==> src/rtl/aspect_lamp_defs.svh <==
// offsets, field positions, reset values and timing counts of the aspect lamp sequencer
`ifndef ASPECT_LAMP_DEFS_SVH
`define ASPECT_LAMP_DEFS_SVH

// ----------------------------------------------------------------
// register byte offsets
// ----------------------------------------------------------------
`define ASL_OFF_SEL 8'h00
`define ASL_OFF_KEY 8'h04
`define ASL_OFF_LAMPS 8'h08
`define ASL_OFF_FX 8'h0c
`define ASL_OFF_FLASH 8'h10
`define ASL_OFF_STATUS 8'h14

// ----------------------------------------------------------------
// field positions
// ----------------------------------------------------------------
`define ASL_KEY_ADDR_LSB 0
`define ASL_KEY_ADDR_W 11
`define ASL_KEY_ASP_LSB 16
`define ASL_KEY_ASP_W 8
`define ASL_KEY_VALID_BIT 31
`define ASL_SLOT_W 8
`define ASL_SLOT_EN_BIT 7
`define ASL_FX_CODE_W 3
`define ASL_FX_STROBE_LSB 4
`define ASL_STAT_BUSY_BIT 16

// ----------------------------------------------------------------
// reset values
// ----------------------------------------------------------------
`define ASL_FLASH_LEN_RST 11'h064

// ----------------------------------------------------------------
// timing
// ----------------------------------------------------------------
`define ASL_CLK_NS 10
`define ASL_TICK_NS 1000000
`define ASL_STROBE_PER_MIN 30
`define ASL_MS_PER_MIN 60000
`define ASL_STROBE_MS (`ASL_MS_PER_MIN / `ASL_STROBE_PER_MIN)
`define ASL_FADE_STEP_MS 16
`define ASL_TUMBLE_HOLD_MS 400
`define ASL_FLICKER_MS 60

`endif

==> src/rtl/aspect_lamp_pkg.sv <==
// types shared by the aspect lamp sequencer
package aspect_lamp_pkg;

  typedef enum logic [2:0] {
    FX_NONE,
    FX_FADE,
    FX_TUMBLE,
    FX_SEARCHLIGHT_FILTER_FLASH,
    FX_STROBE
  } effect_e;

  typedef enum logic {
    ST_IDLE,
    ST_INTER
  } seq_state_e;

endpackage

==> src/rtl/aspect_lamp_effect_sequencer.sv <==
// aspect command matching, lamp table over apb and lamp transition effects
`timescale 1ns/100ps
`include "aspect_lamp_defs.svh"

module aspect_lamp_effect_sequencer
  import aspect_lamp_pkg::*;
#(
  parameter int TICK_CYCLES = `ASL_TICK_NS / `ASL_CLK_NS,
  parameter int ENTRIES = 8,
  parameter int NUM_LAMPS = 16
) (
  input wire logic clk_i,
  input wire logic nrst_i,
  input wire logic psel_i,
  input wire logic penable_i,
  input wire logic pwrite_i,
  input wire logic [7:0] paddr_i,
  input wire logic [31:0] pwdata_i,
  output logic [31:0] prdata_o,
  output logic pready_o,
  output logic pslverr_o,
  input wire logic cmd_valid_i,
  input wire logic [10:0] cmd_addr_i,
  input wire logic [7:0] cmd_aspect_i,
  output logic [NUM_LAMPS-1:0] lamp_o,
  output logic busy_o
);

  localparam int IW = (ENTRIES > 1) ? $clog2(ENTRIES) : 1;
  localparam int LW = (NUM_LAMPS > 1) ? $clog2(NUM_LAMPS) : 1;
  localparam logic [3:0] LVL_MAX = 4'hf;
  localparam logic [3:0] SLOT_B = 4'b0010;
  localparam logic [3:0] SLOT_ACD = 4'b1101;
  localparam logic [3:0] SLOT_ALL = 4'b1111;

  // ----------------------------------------------------------------
  // apb slave
  // ----------------------------------------------------------------
  logic [IW-1:0] sel_r;
  logic [31:0] key_r [ENTRIES];
  logic [31:0] lamps_r [ENTRIES];
  logic [7:0] fx_r [ENTRIES];
  logic [10:0] flash_len_r;
  logic [31:0] prdata_r;
  logic [31:0] rd_nxt;
  logic [NUM_LAMPS-1:0] target_r;
  logic [IW-1:0] last_r;
  seq_state_e st_r;

  wire setup = psel_i & ~penable_i;
  wire access = psel_i & penable_i;
  wire dec_sel = paddr_i == `ASL_OFF_SEL;
  wire dec_key = paddr_i == `ASL_OFF_KEY;
  wire dec_lamps = paddr_i == `ASL_OFF_LAMPS;
  wire dec_fx = paddr_i == `ASL_OFF_FX;
  wire dec_flash = paddr_i == `ASL_OFF_FLASH;
  wire dec_stat = paddr_i == `ASL_OFF_STATUS;
  wire addr_ok = dec_sel | dec_key | dec_lamps | dec_fx | dec_flash | dec_stat;
  // status is read only, so a write to it is refused like an unmapped one
  wire wr_ok = access & pwrite_i & addr_ok & ~dec_stat;
  wire [31:0] stat_word = {15'h0000, busy_o, 8'(last_r), 8'(target_r)};

  assign pready_o = 1'b1;
  assign pslverr_o = access & (~addr_ok | (pwrite_i & dec_stat));
  assign prdata_o = prdata_r;

  always_comb begin
    rd_nxt = 32'h0000_0000;
    if (dec_sel) begin
      rd_nxt = 32'(sel_r);
    end else if (dec_key) begin
      rd_nxt = key_r[sel_r];
    end else if (dec_lamps) begin
      rd_nxt = lamps_r[sel_r];
    end else if (dec_fx) begin
      rd_nxt = 32'(fx_r[sel_r]);
    end else if (dec_flash) begin
      rd_nxt = 32'(flash_len_r);
    end else if (dec_stat) begin
      rd_nxt = stat_word;
    end
  end

  // read data is latched in the setup cycle so the zero-wait access sees a flop
  always_ff @(posedge clk_i or negedge nrst_i) begin
    if (!nrst_i) begin
      prdata_r <= 32'h0000_0000;
    end else if (setup && !pwrite_i) begin
      prdata_r <= rd_nxt;
    end
  end

  always_ff @(posedge clk_i or negedge nrst_i) begin
    if (!nrst_i) begin
      sel_r <= '0;
      flash_len_r <= `ASL_FLASH_LEN_RST;
    end else if (wr_ok && dec_sel) begin
      sel_r <= pwdata_i[IW-1:0];
    end else if (wr_ok && dec_flash) begin
      flash_len_r <= pwdata_i[10:0];
    end
  end

  // ----------------------------------------------------------------
  // lamp table and command match
  // ----------------------------------------------------------------
  logic [ENTRIES-1:0] hit;
  logic [IW-1:0] hit_idx;

  for (genvar e = 0; e < ENTRIES; e++) begin : g_entry
    always_ff @(posedge clk_i or negedge nrst_i) begin
      if (!nrst_i) begin
        key_r[e] <= 32'h0000_0000;
        lamps_r[e] <= 32'h0000_0000;
        fx_r[e] <= 8'h00;
      end else if (wr_ok && sel_r == IW'(e)) begin
        if (dec_key) key_r[e] <= pwdata_i;
        if (dec_lamps) lamps_r[e] <= pwdata_i;
        if (dec_fx) fx_r[e] <= pwdata_i[7:0];
      end
    end
    // only the numbers take part; names live in host software
    assign hit[e] = key_r[e][`ASL_KEY_VALID_BIT] &
                    (key_r[e][`ASL_KEY_ADDR_LSB +: `ASL_KEY_ADDR_W] == cmd_addr_i) &
                    (key_r[e][`ASL_KEY_ASP_LSB +: `ASL_KEY_ASP_W] == cmd_aspect_i);
  end

  // lowest matching entry wins when several carry the same key
  always_comb begin
    hit_idx = '0;
    for (int e = ENTRIES - 1; e >= 0; e--) begin
      if (hit[e]) hit_idx = IW'(e);
    end
  end

  function automatic logic [NUM_LAMPS-1:0] slot_mask(input logic [31:0] w, input logic [3:0] use_slot);
    logic [NUM_LAMPS-1:0] m;
    m = '0;
    for (int k = 0; k < 4; k++) begin
      if (use_slot[k] && w[k*`ASL_SLOT_W + `ASL_SLOT_EN_BIT]) begin
        m[w[k*`ASL_SLOT_W +: LW]] = 1'b1;
      end
    end
    return m;
  endfunction

  wire acc = cmd_valid_i & (|hit);
  wire [31:0] ent_lamps = lamps_r[hit_idx];
  wire [7:0] ent_fx = fx_r[hit_idx];
  wire effect_e fx_sel = effect_e'(ent_fx[`ASL_FX_CODE_W-1:0]);
  wire [NUM_LAMPS-1:0] mask_all = slot_mask(ent_lamps, SLOT_ALL);
  wire [NUM_LAMPS-1:0] mask_b = slot_mask(ent_lamps, SLOT_B);
  wire [NUM_LAMPS-1:0] mask_acd = slot_mask(ent_lamps, SLOT_ACD);
  wire [NUM_LAMPS-1:0] mask_strb = slot_mask(ent_lamps, ent_fx[`ASL_FX_STROBE_LSB +: 4]);

  // ----------------------------------------------------------------
  // timebase
  // ----------------------------------------------------------------
  logic [16:0] tick_cnt_r;
  logic [4:0] step_cnt_r;
  logic [10:0] strobe_cnt_r;
  logic [3:0] pwm_cnt_r;

  wire ms_tick = tick_cnt_r == 17'(TICK_CYCLES - 1);
  wire step_tick = ms_tick & (step_cnt_r == 5'(`ASL_FADE_STEP_MS - 1));
  wire strobe_on = strobe_cnt_r < flash_len_r;

  always_ff @(posedge clk_i or negedge nrst_i) begin
    if (!nrst_i) begin
      tick_cnt_r <= 17'h00000;
      pwm_cnt_r <= 4'h0;
    end else begin
      tick_cnt_r <= ms_tick ? 17'h00000 : tick_cnt_r + 17'h00001;
      pwm_cnt_r <= pwm_cnt_r + 4'h1;
    end
  end

  always_ff @(posedge clk_i or negedge nrst_i) begin
    if (!nrst_i) begin
      step_cnt_r <= 5'h00;
      strobe_cnt_r <= 11'h000;
    end else if (ms_tick) begin
      step_cnt_r <= step_tick ? 5'h00 : step_cnt_r + 5'h01;
      strobe_cnt_r <= (strobe_cnt_r == 11'(`ASL_STROBE_MS - 1)) ? 11'h000 : strobe_cnt_r + 11'h001;
    end
  end

  // ----------------------------------------------------------------
  // transition sequencer
  // ----------------------------------------------------------------
  logic fade_r;
  logic [NUM_LAMPS-1:0] final_r;
  logic [NUM_LAMPS-1:0] strobe_mask_r;
  logic [9:0] hold_r;

  wire hold_done = (st_r == ST_INTER) & ms_tick & (hold_r == 10'h000);
  assign busy_o = st_r == ST_INTER;

  // a new command overrides an unfinished intermediate step
  always_ff @(posedge clk_i or negedge nrst_i) begin
    if (!nrst_i) begin
      st_r <= ST_IDLE;
      target_r <= '0;
      final_r <= '0;
      fade_r <= 1'b0;
      strobe_mask_r <= '0;
      hold_r <= 10'h000;
      last_r <= '0;
    end else if (acc) begin
      last_r <= hit_idx;
      final_r <= mask_acd;
      strobe_mask_r <= '0;
      case (fx_sel)
        FX_FADE: begin
          target_r <= mask_all;
          fade_r <= 1'b1;
          st_r <= ST_IDLE;
        end
        FX_TUMBLE: begin
          target_r <= mask_b;
          fade_r <= 1'b1;
          hold_r <= 10'(`ASL_TUMBLE_HOLD_MS);
          st_r <= ST_INTER;
        end
        FX_SEARCHLIGHT_FILTER_FLASH: begin
          target_r <= mask_b;
          fade_r <= 1'b0;
          hold_r <= 10'(`ASL_FLICKER_MS);
          st_r <= ST_INTER;
        end
        FX_STROBE: begin
          target_r <= mask_all;
          fade_r <= 1'b0;
          strobe_mask_r <= mask_strb;
          st_r <= ST_IDLE;
        end
        default: begin
          target_r <= mask_all;
          fade_r <= 1'b0;
          st_r <= ST_IDLE;
        end
      endcase
    end else if (hold_done) begin
      target_r <= final_r;
      st_r <= ST_IDLE;
    end else if (st_r == ST_INTER && ms_tick) begin
      hold_r <= hold_r - 10'h001;
    end
  end

  // ----------------------------------------------------------------
  // per lamp brightness and pwm
  // ----------------------------------------------------------------
  logic [3:0] level_r [NUM_LAMPS];
  logic [NUM_LAMPS-1:0] lamp_r;
  logic [NUM_LAMPS-1:0] lvl_on;
  logic [NUM_LAMPS-1:0] lvl_off;
  logic [4*NUM_LAMPS-1:0] lvl_flat;
  wire [NUM_LAMPS-1:0] strobe_gate = strobe_mask_r & ~{NUM_LAMPS{strobe_on}};

  for (genvar i = 0; i < NUM_LAMPS; i++) begin : g_lamp
    // without fade the level jumps; with fade one duty step per step tick
    always_ff @(posedge clk_i or negedge nrst_i) begin
      if (!nrst_i) begin
        level_r[i] <= 4'h0;
      end else if (!fade_r) begin
        level_r[i] <= target_r[i] ? LVL_MAX : 4'h0;
      end else if (step_tick && target_r[i] && level_r[i] != LVL_MAX) begin
        level_r[i] <= level_r[i] + 4'h1;
      end else if (step_tick && !target_r[i] && level_r[i] != 4'h0) begin
        level_r[i] <= level_r[i] - 4'h1;
      end
    end
    always_ff @(posedge clk_i or negedge nrst_i) begin
      if (!nrst_i) begin
        lamp_r[i] <= 1'b0;
      end else begin
        lamp_r[i] <= ((level_r[i] == LVL_MAX) | (pwm_cnt_r < level_r[i])) & ~strobe_gate[i];
      end
    end
    assign lvl_on[i] = level_r[i] == LVL_MAX;
    assign lvl_off[i] = level_r[i] == 4'h0;
    assign lvl_flat[4*i +: 4] = level_r[i];
  end

  assign lamp_o = lamp_r;

  // ----------------------------------------------------------------
  // checks
  // ----------------------------------------------------------------
  chk_match_only_key: assert property (@(posedge clk_i) disable iff (!nrst_i)
    (cmd_valid_i && !(|hit) && st_r == ST_IDLE) |=> $stable(target_r) && $stable(last_r))
    else $error("unmatched command changed the lamp target");

  chk_none_instant: assert property (@(posedge clk_i) disable iff (!nrst_i)
    (acc && !(fx_sel inside {FX_FADE, FX_TUMBLE, FX_SEARCHLIGHT_FILTER_FLASH, FX_STROBE})) ##1 !acc |=>
    (lvl_on == target_r) && (lvl_off == ~target_r))
    else $error("no-effect change left intermediate levels");

  chk_fade_ramp: assert property (@(posedge clk_i) disable iff (!nrst_i)
    ($past(fade_r) && !$past(step_tick)) |-> $stable(lvl_flat))
    else $error("fade level moved off the step tick");

  chk_tumble_inter: assert property (@(posedge clk_i) disable iff (!nrst_i)
    (acc && fx_sel == FX_TUMBLE) |=> (target_r == $past(mask_b)) && (st_r == ST_INTER))
    else $error("tumble-down did not show slot b first");

  chk_tumble_fade: assert property (@(posedge clk_i) disable iff (!nrst_i)
    (acc && fx_sel == FX_TUMBLE) |=> fade_r)
    else $error("tumble-down without cross fade");

  chk_flash_inter: assert property (@(posedge clk_i) disable iff (!nrst_i)
    (acc && fx_sel == FX_SEARCHLIGHT_FILTER_FLASH) |=> (target_r == $past(mask_b)) && !fade_r && busy_o)
    else $error("filter flash did not light slot b at once");

  chk_final_slots: assert property (@(posedge clk_i) disable iff (!nrst_i)
    (hold_done && !acc) |=> (target_r == $past(final_r)) && (st_r == ST_IDLE))
    else $error("intermediate step did not settle on final lamps");

  chk_strobe_rate: assert property (@(posedge clk_i) disable iff (!nrst_i)
    (ms_tick && strobe_cnt_r == 11'(`ASL_STROBE_MS - 1)) |=> strobe_cnt_r == 11'h000)
    else $error("strobe period is not thirty per minute");

  chk_strobe_len: assert property (@(posedge clk_i) disable iff (!nrst_i)
    (strobe_gate != '0) |=> (lamp_r & $past(strobe_gate)) == '0)
    else $error("strobe lamp lit outside its flash length");

  chk_any_slot: assert property (@(posedge clk_i) disable iff (!nrst_i)
    (acc && fx_sel == FX_FADE) |=> target_r == $past(mask_all))
    else $error("slot lamps not mapped to their outputs");

endmodule // aspect_lamp_effect_sequencer

==> config.mk <==
export PLATFORM = sky130hd
export DESIGN_NAME = aspect_lamp_effect_sequencer
export DESIGN_NICKNAME = d
export VERILOG_FILES = /design/src/rtl/aspect_lamp_pkg.sv /design/src/rtl/aspect_lamp_effect_sequencer.sv
export VERILOG_INCLUDE_DIRS = /design/src /design/src/rtl
export SDC_FILE = /design/constraint.sdc
export NUM_CORES = 2
export LEC_CHECK = 0
export BUFFER_PORTS_ARGS = -buffer_cell sky130_fd_sc_hd__buf_2
export CELL_PAD_IN_SITES_DETAIL_PLACEMENT = 0
export CELL_PAD_IN_SITES_GLOBAL_PLACEMENT = 1
export CORE_UTILIZATION = 25
export DETAILED_ROUTE_END_ITERATION = 16
export PLACE_DENSITY_LB_ADDON = 0.05
export SYNTH_ARGS = -nofsm -noshare
export SYNTH_HDL_FRONTEND = slang
export SYNTH_SLANG_ARGS = --single-unit
==> constraint.sdc <==
create_clock -name clk_i -period 3.5 [get_ports clk_i]
set_input_delay 0.525 -clock clk_i [delete_from_list [all_inputs] [get_ports clk_i]]
set_output_delay 0.525 -clock clk_i [all_outputs]
set_load 0.03 [all_outputs]
* After elaboration in Yosys (flattened, before gate mapping) *
Index checks and enable logic that the tools add are counted.

word-level totals
  register bits after elaboration = 802
  input port bits = 65
  word-level logic and storage cells = 594

cells by class
  $add $sub $neg = 37
  magnitude comparators = 27
  equal/unequal tests = 85
  multiplexer cells = 127
  bitwise logic cells = 97
  reductions and logical operators = 151

operators with widths
  kind                                                                     number
  32-bit 2-to-1 mux                                                        11
  32-bit binary-select mux with 3-bit select                               3
  4-bit 2-to-1 mux                                                         64
  16-bit 2-to-1 mux                                                        15
  16-bit OR                                                                8
  11-bit equality test                                                     8
  1-bit logical AND                                                        84
  4-bit by 1-bit adder with 4-bit output, second input constant            17
  4-bit equality test, second input constant                               16
  8-bit equality test                                                      8
  4-bit < comparator                                                       16
  4-bit inequality test, second input constant                             16
  4-bit nonzero test                                                       16
  4-bit by 1-bit subtractor with 4-bit output, second input constant       16
  3-bit by 1-bit inequality test with 1-bit output, second input constant  17
  2-bit AND reduction                                                      25
  8-bit binary-select mux with 3-bit select                                2
  1-bit bitwise AND                                                        43
  17-bit 2-to-1 mux                                                        2
  8-bit 2-to-1 mux                                                         4
  10-bit 2-to-1 mux                                                        3
  3-bit 2-to-1 mux                                                         8
  1-bit OR                                                                 22
  4-bit by 5-bit < comparator with 1-bit output, second input constant     4
  34 further kinds                                                         96

* Longest topological paths before layout *
  depth in word-level cells = 28
  depth in mapped cells = 18
  gate-level depth less buffers = 17

* Worst setup path before layout *
Ideal clock, no wire load.

  kind = in2reg
  start = in cmd_addr_i[2]
  end = reg strobe_mask_r[1]
  setup time = 131 ps
  data arrival time = 3789 ps
  required time = 3369 ps
  path slack = -420 ps
  stages on the path = 16
  path buffers = 3
  cells stage by stage = buf_2 xor2_1 nor4_1 nand3_1 o311ai_2 o311ai_2 buf_6 a21boi_4 buf_6 mux2_1 a22oi_1 o221ai_1 nor3b_2 nor2b_1 a2111oi_0 o21ai_1

on the way
  longest elaborated chain between the ends = 27
  elaborated cells between the ends (all ways) = 74

RTL lines
  item                                                                                                                    RTL line                                                                  RTL
  from (decl)                                                                                                             aspect_lamp_effect_sequencer.sv:23                                        input wire logic [10:0] cmd_addr_i,
  11-bit equality test                                                                                                    aspect_lamp_effect_sequencer.sv:124                                       (key_r[e][`ASL_KEY_ADDR_LSB +: `ASL_KEY_ADDR_W] == cmd_addr_i) &
  1-bit bitwise AND (2 in series)                                                                                         aspect_lamp_effect_sequencer.sv:123                                       assign hit[e] = key_r[e][`ASL_KEY_VALID_BIT] &
  3-bit 2-to-1 mux (8 in series)                                                                                          aspect_lamp_effect_sequencer.sv:132                                       if (hit[e]) hit_idx = IW'(e);
  3-bit NOT with 4-bit output (implied by the code)                                                                       aspect_lamp_effect_sequencer.sv:148, aspect_lamp_effect_sequencer.sv:149
  32-bit binary-select mux with 3-bit select                                                                              aspect_lamp_effect_sequencer.sv:148                                       wire [31:0] ent_lamps = lamps_r[hit_idx];
  32-bit 2-to-1 mux (implied by the code) (2 in series)                                                                   aspect_lamp_effect_sequencer.sv:148
  4-bit by 5-bit < comparator with 1-bit output / 4-bit by 1-bit >= comparator with 1-bit output (equally long branches)  aspect_lamp_effect_sequencer.sv:141                                       m[w[k*`ASL_SLOT_W +: LW]] = 1'b1;
  1-bit logical AND                                                                                                       aspect_lamp_effect_sequencer.sv:141
  (+2 left out)                                                                                                           --
  16-bit 2-to-1 mux                                                                                                       aspect_lamp_effect_sequencer.sv:140                                       if (use_slot[k] && w[k*`ASL_SLOT_W + `ASL_SLOT_EN_BIT]) begin
  16-bit OR (no line)                                                                                                     --
  16-bit 2-to-1 mux                                                                                                       aspect_lamp_effect_sequencer.sv:140
  16-bit OR (no line)                                                                                                     --
  16-bit 2-to-1 mux                                                                                                       aspect_lamp_effect_sequencer.sv:140
  16-bit OR (no line)                                                                                                     --
  16-bit 2-to-1 mux                                                                                                       aspect_lamp_effect_sequencer.sv:140
  16-bit 2-to-1 mux                                                                                                       aspect_lamp_effect_sequencer.sv:213                                       case (fx_sel)
  to (signal assigned)                                                                                                    aspect_lamp_effect_sequencer.sv:234                                       strobe_mask_r <= mask_strb;
  to (decl)                                                                                                               aspect_lamp_effect_sequencer.sv:193                                       logic [NUM_LAMPS-1:0] strobe_mask_r;

Parallel ways exist; a longest one is shown, timed or not. The select of a mux whose other input is x is not followed.
A chain may end at the register's enable or synchronous reset.

* Final worst setup path *
  start = reg key_r[64] (netlist name)
  end = reg target_r[15]

on the way
  longest elaborated chain between the ends = 26
  elaborated cells between the ends (all ways) = 52

RTL lines
  item                                                                                                                    RTL line                                                                  RTL
  from (decl)                                                                                                             aspect_lamp_effect_sequencer.sv:40                                        logic [31:0] key_r [ENTRIES];
  from (signal, indexed assignment)                                                                                       aspect_lamp_effect_sequencer.sv:117                                       if (dec_key) key_r[e] <= pwdata_i;
  11-bit equality test (*)                                                                                                aspect_lamp_effect_sequencer.sv:124
  1-bit bitwise AND (*) (2 in series)                                                                                     aspect_lamp_effect_sequencer.sv:123
  3-bit 2-to-1 mux (6 in series)                                                                                          aspect_lamp_effect_sequencer.sv:132
  3-bit NOT with 4-bit output (implied by the code)                                                                       aspect_lamp_effect_sequencer.sv:148, aspect_lamp_effect_sequencer.sv:149
  32-bit binary-select mux with 3-bit select                                                                              aspect_lamp_effect_sequencer.sv:148
  32-bit 2-to-1 mux (implied by the code) (2 in series)                                                                   aspect_lamp_effect_sequencer.sv:148
  4-bit by 5-bit < comparator with 1-bit output / 4-bit by 1-bit >= comparator with 1-bit output (equally long branches)  aspect_lamp_effect_sequencer.sv:141
  1-bit logical AND                                                                                                       aspect_lamp_effect_sequencer.sv:141
  (+3 left out)                                                                                                           --
  16-bit OR (no line)                                                                                                     --
  16-bit 2-to-1 mux                                                                                                       aspect_lamp_effect_sequencer.sv:140
  16-bit OR (no line)                                                                                                     --
  16-bit 2-to-1 mux                                                                                                       aspect_lamp_effect_sequencer.sv:140
  16-bit OR (no line)                                                                                                     --
  16-bit 2-to-1 mux                                                                                                       aspect_lamp_effect_sequencer.sv:140
  16-bit 2-to-1 mux                                                                                                       aspect_lamp_effect_sequencer.sv:213
  16-bit 2-to-1 mux                                                                                                       aspect_lamp_effect_sequencer.sv:209                                       end else if (acc) begin
  to (signal assigned)                                                                                                    aspect_lamp_effect_sequencer.sv:215                                       target_r <= mask_all;
  to (signal assigned)                                                                                                    aspect_lamp_effect_sequencer.sv:220                                       target_r <= mask_b;
  to (signal assigned)                                                                                                    aspect_lamp_effect_sequencer.sv:226                                       target_r <= mask_b;
  to (decl)                                                                                                               aspect_lamp_effect_sequencer.sv:46                                        logic [NUM_LAMPS-1:0] target_r;

Mark *: on every way between the ends. The rest lies on a longest branch, timed or not. The select of a mux whose other input is x is not followed.

==> summary.md <==
| Metric | Value |
|---|---|
| Run status | finished with violations |
| Failing checks | DRC, setup timing |
| Largest net degree at the start of global routing | 88 |
| Syn avg cell area | 11.8 um^2 |
| Avg Vias per Cell | 4.89 |
| Worst slew margin | 40.6% |
| Grt met1 use | 26.4% |
| Final Cycle Share | 119% |
| Post-synth top area cell | dfrtp_1 |
| Post-synth EDFFs | 0 |
| Mapped Area | 44,500 um^2 |
| Main synth FF type | dfrtp_1 |
| RSZ-0062 raised after global routing | yes |
| Fin crit period | 4.17 ns |
| CP required | 4.10 ns |
| Finished Cell Area | 59,400 um^2 |
| CP top delay family | compound AO/OA/AOI/OAI gates |
| Root buf cell | clkbuf_16 |
| Hold Path Stages | 2 |
| Max cap viols | 0 |
| GRT Residual Overflow | 0 |
| # setup viols final | 60 |
| Synth top area cells | dfrtp_1 (45%), mux2_2 (16%), mux4_2 (7.5%) |
| Nets | 4,561 |
| Yosys top cell area share | 45.0% |
| Synth Warn # | 0 |
| Post-Synthesis Cells | 3,761 |
| Die height | 424 um |
| Post-Route WL | 179,000 um |
| Reg area | 20,100 um^2 |
| CTS tree | built |
| CTS clk-pin slew, worst paths | 0.06 ns |
| Sequential area share after synthesis | 45.1% |
| Dpl cell area | 52,600 um^2 |
| Peak supply drop | 0.392 mV |
| CP Cell Sequence | xor2_2, nor4_1, nand3_1, nor3_4, a221oi_4, buf_6, o41a_4, buf_12, buf_4, o221ai_4, o22a_1, buf_6, a21oi_2, and2_4, buf_12, a221o_1, o22ai_1, nor2_1 |
| M2 GR Usage | 34.5% |
| Routability cong. | 0.853 |
| GR peak layer | met2 |
| Tot GR Track Use | 19.9% |
| Worst-Skew Late Latency | 0.76 ns |
| Critical path type | flip-flop to flip-flop |
| Die area | 180,000 um^2 |
| Synthesized flop and latch total | 802 |
| Crit-path slowest cell | o41a_4 |
| CP peak stage delay | 0.50 ns |
| Worst-path fanout max | 6 |
| Post-synthesis cell type count | 88 |
| Met3 Use GR | 2.01% |
| Io pins | 116 |
| Pwr Density | 361 nW/um^2 |
| CTS Buf Count | 106 |
| Overall Power | 21,500 uW |
| Max Clk Rate | 0.240 GHz |
| Drt pass-1 iters | 11 |
| Initial core utilization | 25.2% |
| Levels on crit path | 18 |
| Footprint of the multi-input gates | 25,600 um^2 |
| Initial antenna violation count | 7 |
| Worst clock skew | 0.0556 ns |
| Fin. max-slew vios | 0 |
| Final HPWL DP | 124,000 um |
| Worst Reg2Reg Path Length in Cells | 18 |
| Vias in the first global route | 35.0k |
| H-tree depth | 3 |
| Setup ws final | -0.667 ns |
| ANT nets after route | 0 |
| P&R area growth vs syn | 33.6% |
| Filler instances | 17.8k |
| Kind of end point of the critical path | flip-flop |
| Endpoints failing hold | 0 |
| CP Launch Type | flip-flop |
| First-pass GRT wire length | 261,000 um |
| Share of cells above drive strength 1 | 47.3% |
| Core ar. | 176,000 um^2 |
| Lkg Pwr | 0.0262 uW |
| Cell Rows | 154 |
| Port Buf Inserts | 114 |
| Routed via count | 33.3k |
| Clk buf depth | 3 |
| DR iter-0 viols | 1,738 |
| Die Span X | 424 um |
| WP buf/inv | 5 |
| Slew @ Worst Pin | 0.891 ns |
| Detailed-route DRC error count | 8 |
| Worst Hold Class | input pin to flip-flop |
| Wire per inst | 26.3 um |
| Clock Sinks | 802 |
| Setup WS pre-CTS | -1.74 ns |
| CP arrival | 4.76 ns |
| Syn nets | 3,937 |
| Post-synth ARST share | 100% |
[cell families (layout without fill, tap and decap cells)]
group / count (synthesis) / after routing / share of synthesized area [%]
xor+xnor: 207 / 207 / 4.08
mux: 870 / 870 / 25.5
simple gates: 756 / 756 / 8.51
other cells: 1 / 3 / 0.00843
flops: 802 / 802 / 45.1
buf+inv: 348 / 1056 / 3.29
compound gates: 666 / 666 / 10.1
fa+ha+maj: 111 / 111 / 3.39
[per-stage QoR]
| stage | TNS [ns] | utilization (%) | hold WS (ns) | std cells |
|---|---|---|---|---|
| after floorplan | -8.87 | - | 0.229 | 3761 |
| after detailed placement | -88.14 | 29.8 | 0.467 | 6538 |
| final | -30.44 | 33.7 | 0.120 | 6811 |
| after global placement | -85.98 | 29.8 | 0.459 | 6538 |
| after global routing | -38.23 | 33.7 | 0.0717 | 6809 |
| after CTS | -30.47 | 32.9 | 0.0625 | 6769 |
[placed cells by master, fill, tap and decap left out, types with 14 or more instances in the layout]
master     count
a21oi_1      110
nand2_1      187
clkbuf_16    109
o21ai_0       90
buf_12        81
or3_1         15
ha_1          86
nor3_1        15
dfrtp_1      779
nand2b_1      22
o21a_1        52
nand3_1       46
buf_4        531
mux4_2       148
nor2_4        19
buf_6         50
mux2_2       616
clkbuf_1      33
clkinv_2      14
a21oi_2       32
clkbuf_8      23
nand4_1       59
xnor2_1       97
a31oi_1       24
a21o_1        28
o21ai_1       62
nand2_2       14
xor2_1        85
dfrtp_2       16
a22oi_1       19
nor4_1        42
mux2i_1       93
inv_1         73
fa_1          16
nand3_2       16
xor2_2        18
o221ai_1      27
buf_2        113
nor2_1       148
a21boi_0      16
[area by class of cell]
type,count,area share [%]
Multi-Input combinational cell,2611,43.1
Sequential cell,802,33.8
Timing Repair Buffer,788,11.8
Clock buffer,163,5.25
Tap cell,2340,4.93
Clock inverter,29,0.661
Inverter,76,0.491
Antenna cell,2,0.00842
[synth_stat cells (68+ instances only)]
master and n:
dfrtp_1 799, mux2_2 619, nand2_1 207, nor2_1 177, clkbuf_1 163, a21oi_1 154
mux4_2 148, o21ai_0 119, xor2_1 106, mux2i_1 101, xnor2_1 101, ha_1 95
inv_1 75, nand3_1 68
[where the power goes]
part	switching, uW	internal (uW)	leakage, uW	total [uW]
sequential	35.9	9330	0.0110	9370
clock	4610	6490	0.00171	11100
combinational	717	290	0.0134	1010
[layer usage]
| metal | share of wire [%] | vias up |
|---|---|---|
| met4 | 2.3 | 0 |
| li1 | - | 15253 |
| met1 | 46 | 17447 |
| met5 | 0 | - |
| met2 | 50 | 440 |
| met3 | 2.0 | 189 |
[registers in the layout, summed over array words and instances (netlist names), 5 cells and up]
register       cells
hold_r            10
strobe_cnt_r      11
key_r            256
tick_cnt_r        17
flash_len_r       11
step_cnt_r         5
target_r          16
final_r           16
lamps_r          256
strobe_mask_r     16
lamp_o            16
level_r           64
fx_r              64
prdata_o          32
[path summary, 6_finish.rpt]
| path | from | to | slack [ns] |
|---|---|---|---|
| worst min-delay path | cmd_valid_i | last_r[2]$_DFFE_PN0P_ | 0.12 |
| max in group asynchronous | nrst_i | lamps_r[56]$_DFFE_PN0P_ | 2.09 |
| worst min register to register | tick_cnt_r[4]$_DFF_PN0_ | tick_cnt_r[4]$_DFF_PN0_ | 0.47 |
| worst max register to register | key_r[64]$_DFFE_PN0P_ | target_r[15]$_DFFE_PN0P_ | -0.67 |
| min in group asynchronous | nrst_i | tick_cnt_r[11]$_DFF_PN0_ | 0.39 |
| worst max-delay path | key_r[64]$_DFFE_PN0P_ | target_r[15]$_DFFE_PN0P_ | -0.67 |
[what timing repair did]
action                                  CTS  global route
endpoints found under the setup margin   61            76
cloned                                    2             2
hold buffers                              1             0
hold endpoints to repair                 38             0
pin swaps                                79            93
buffers inserted                         44            40
resized for setup                       307           201
Note: power is estimated with default switching activity, not from simulation.
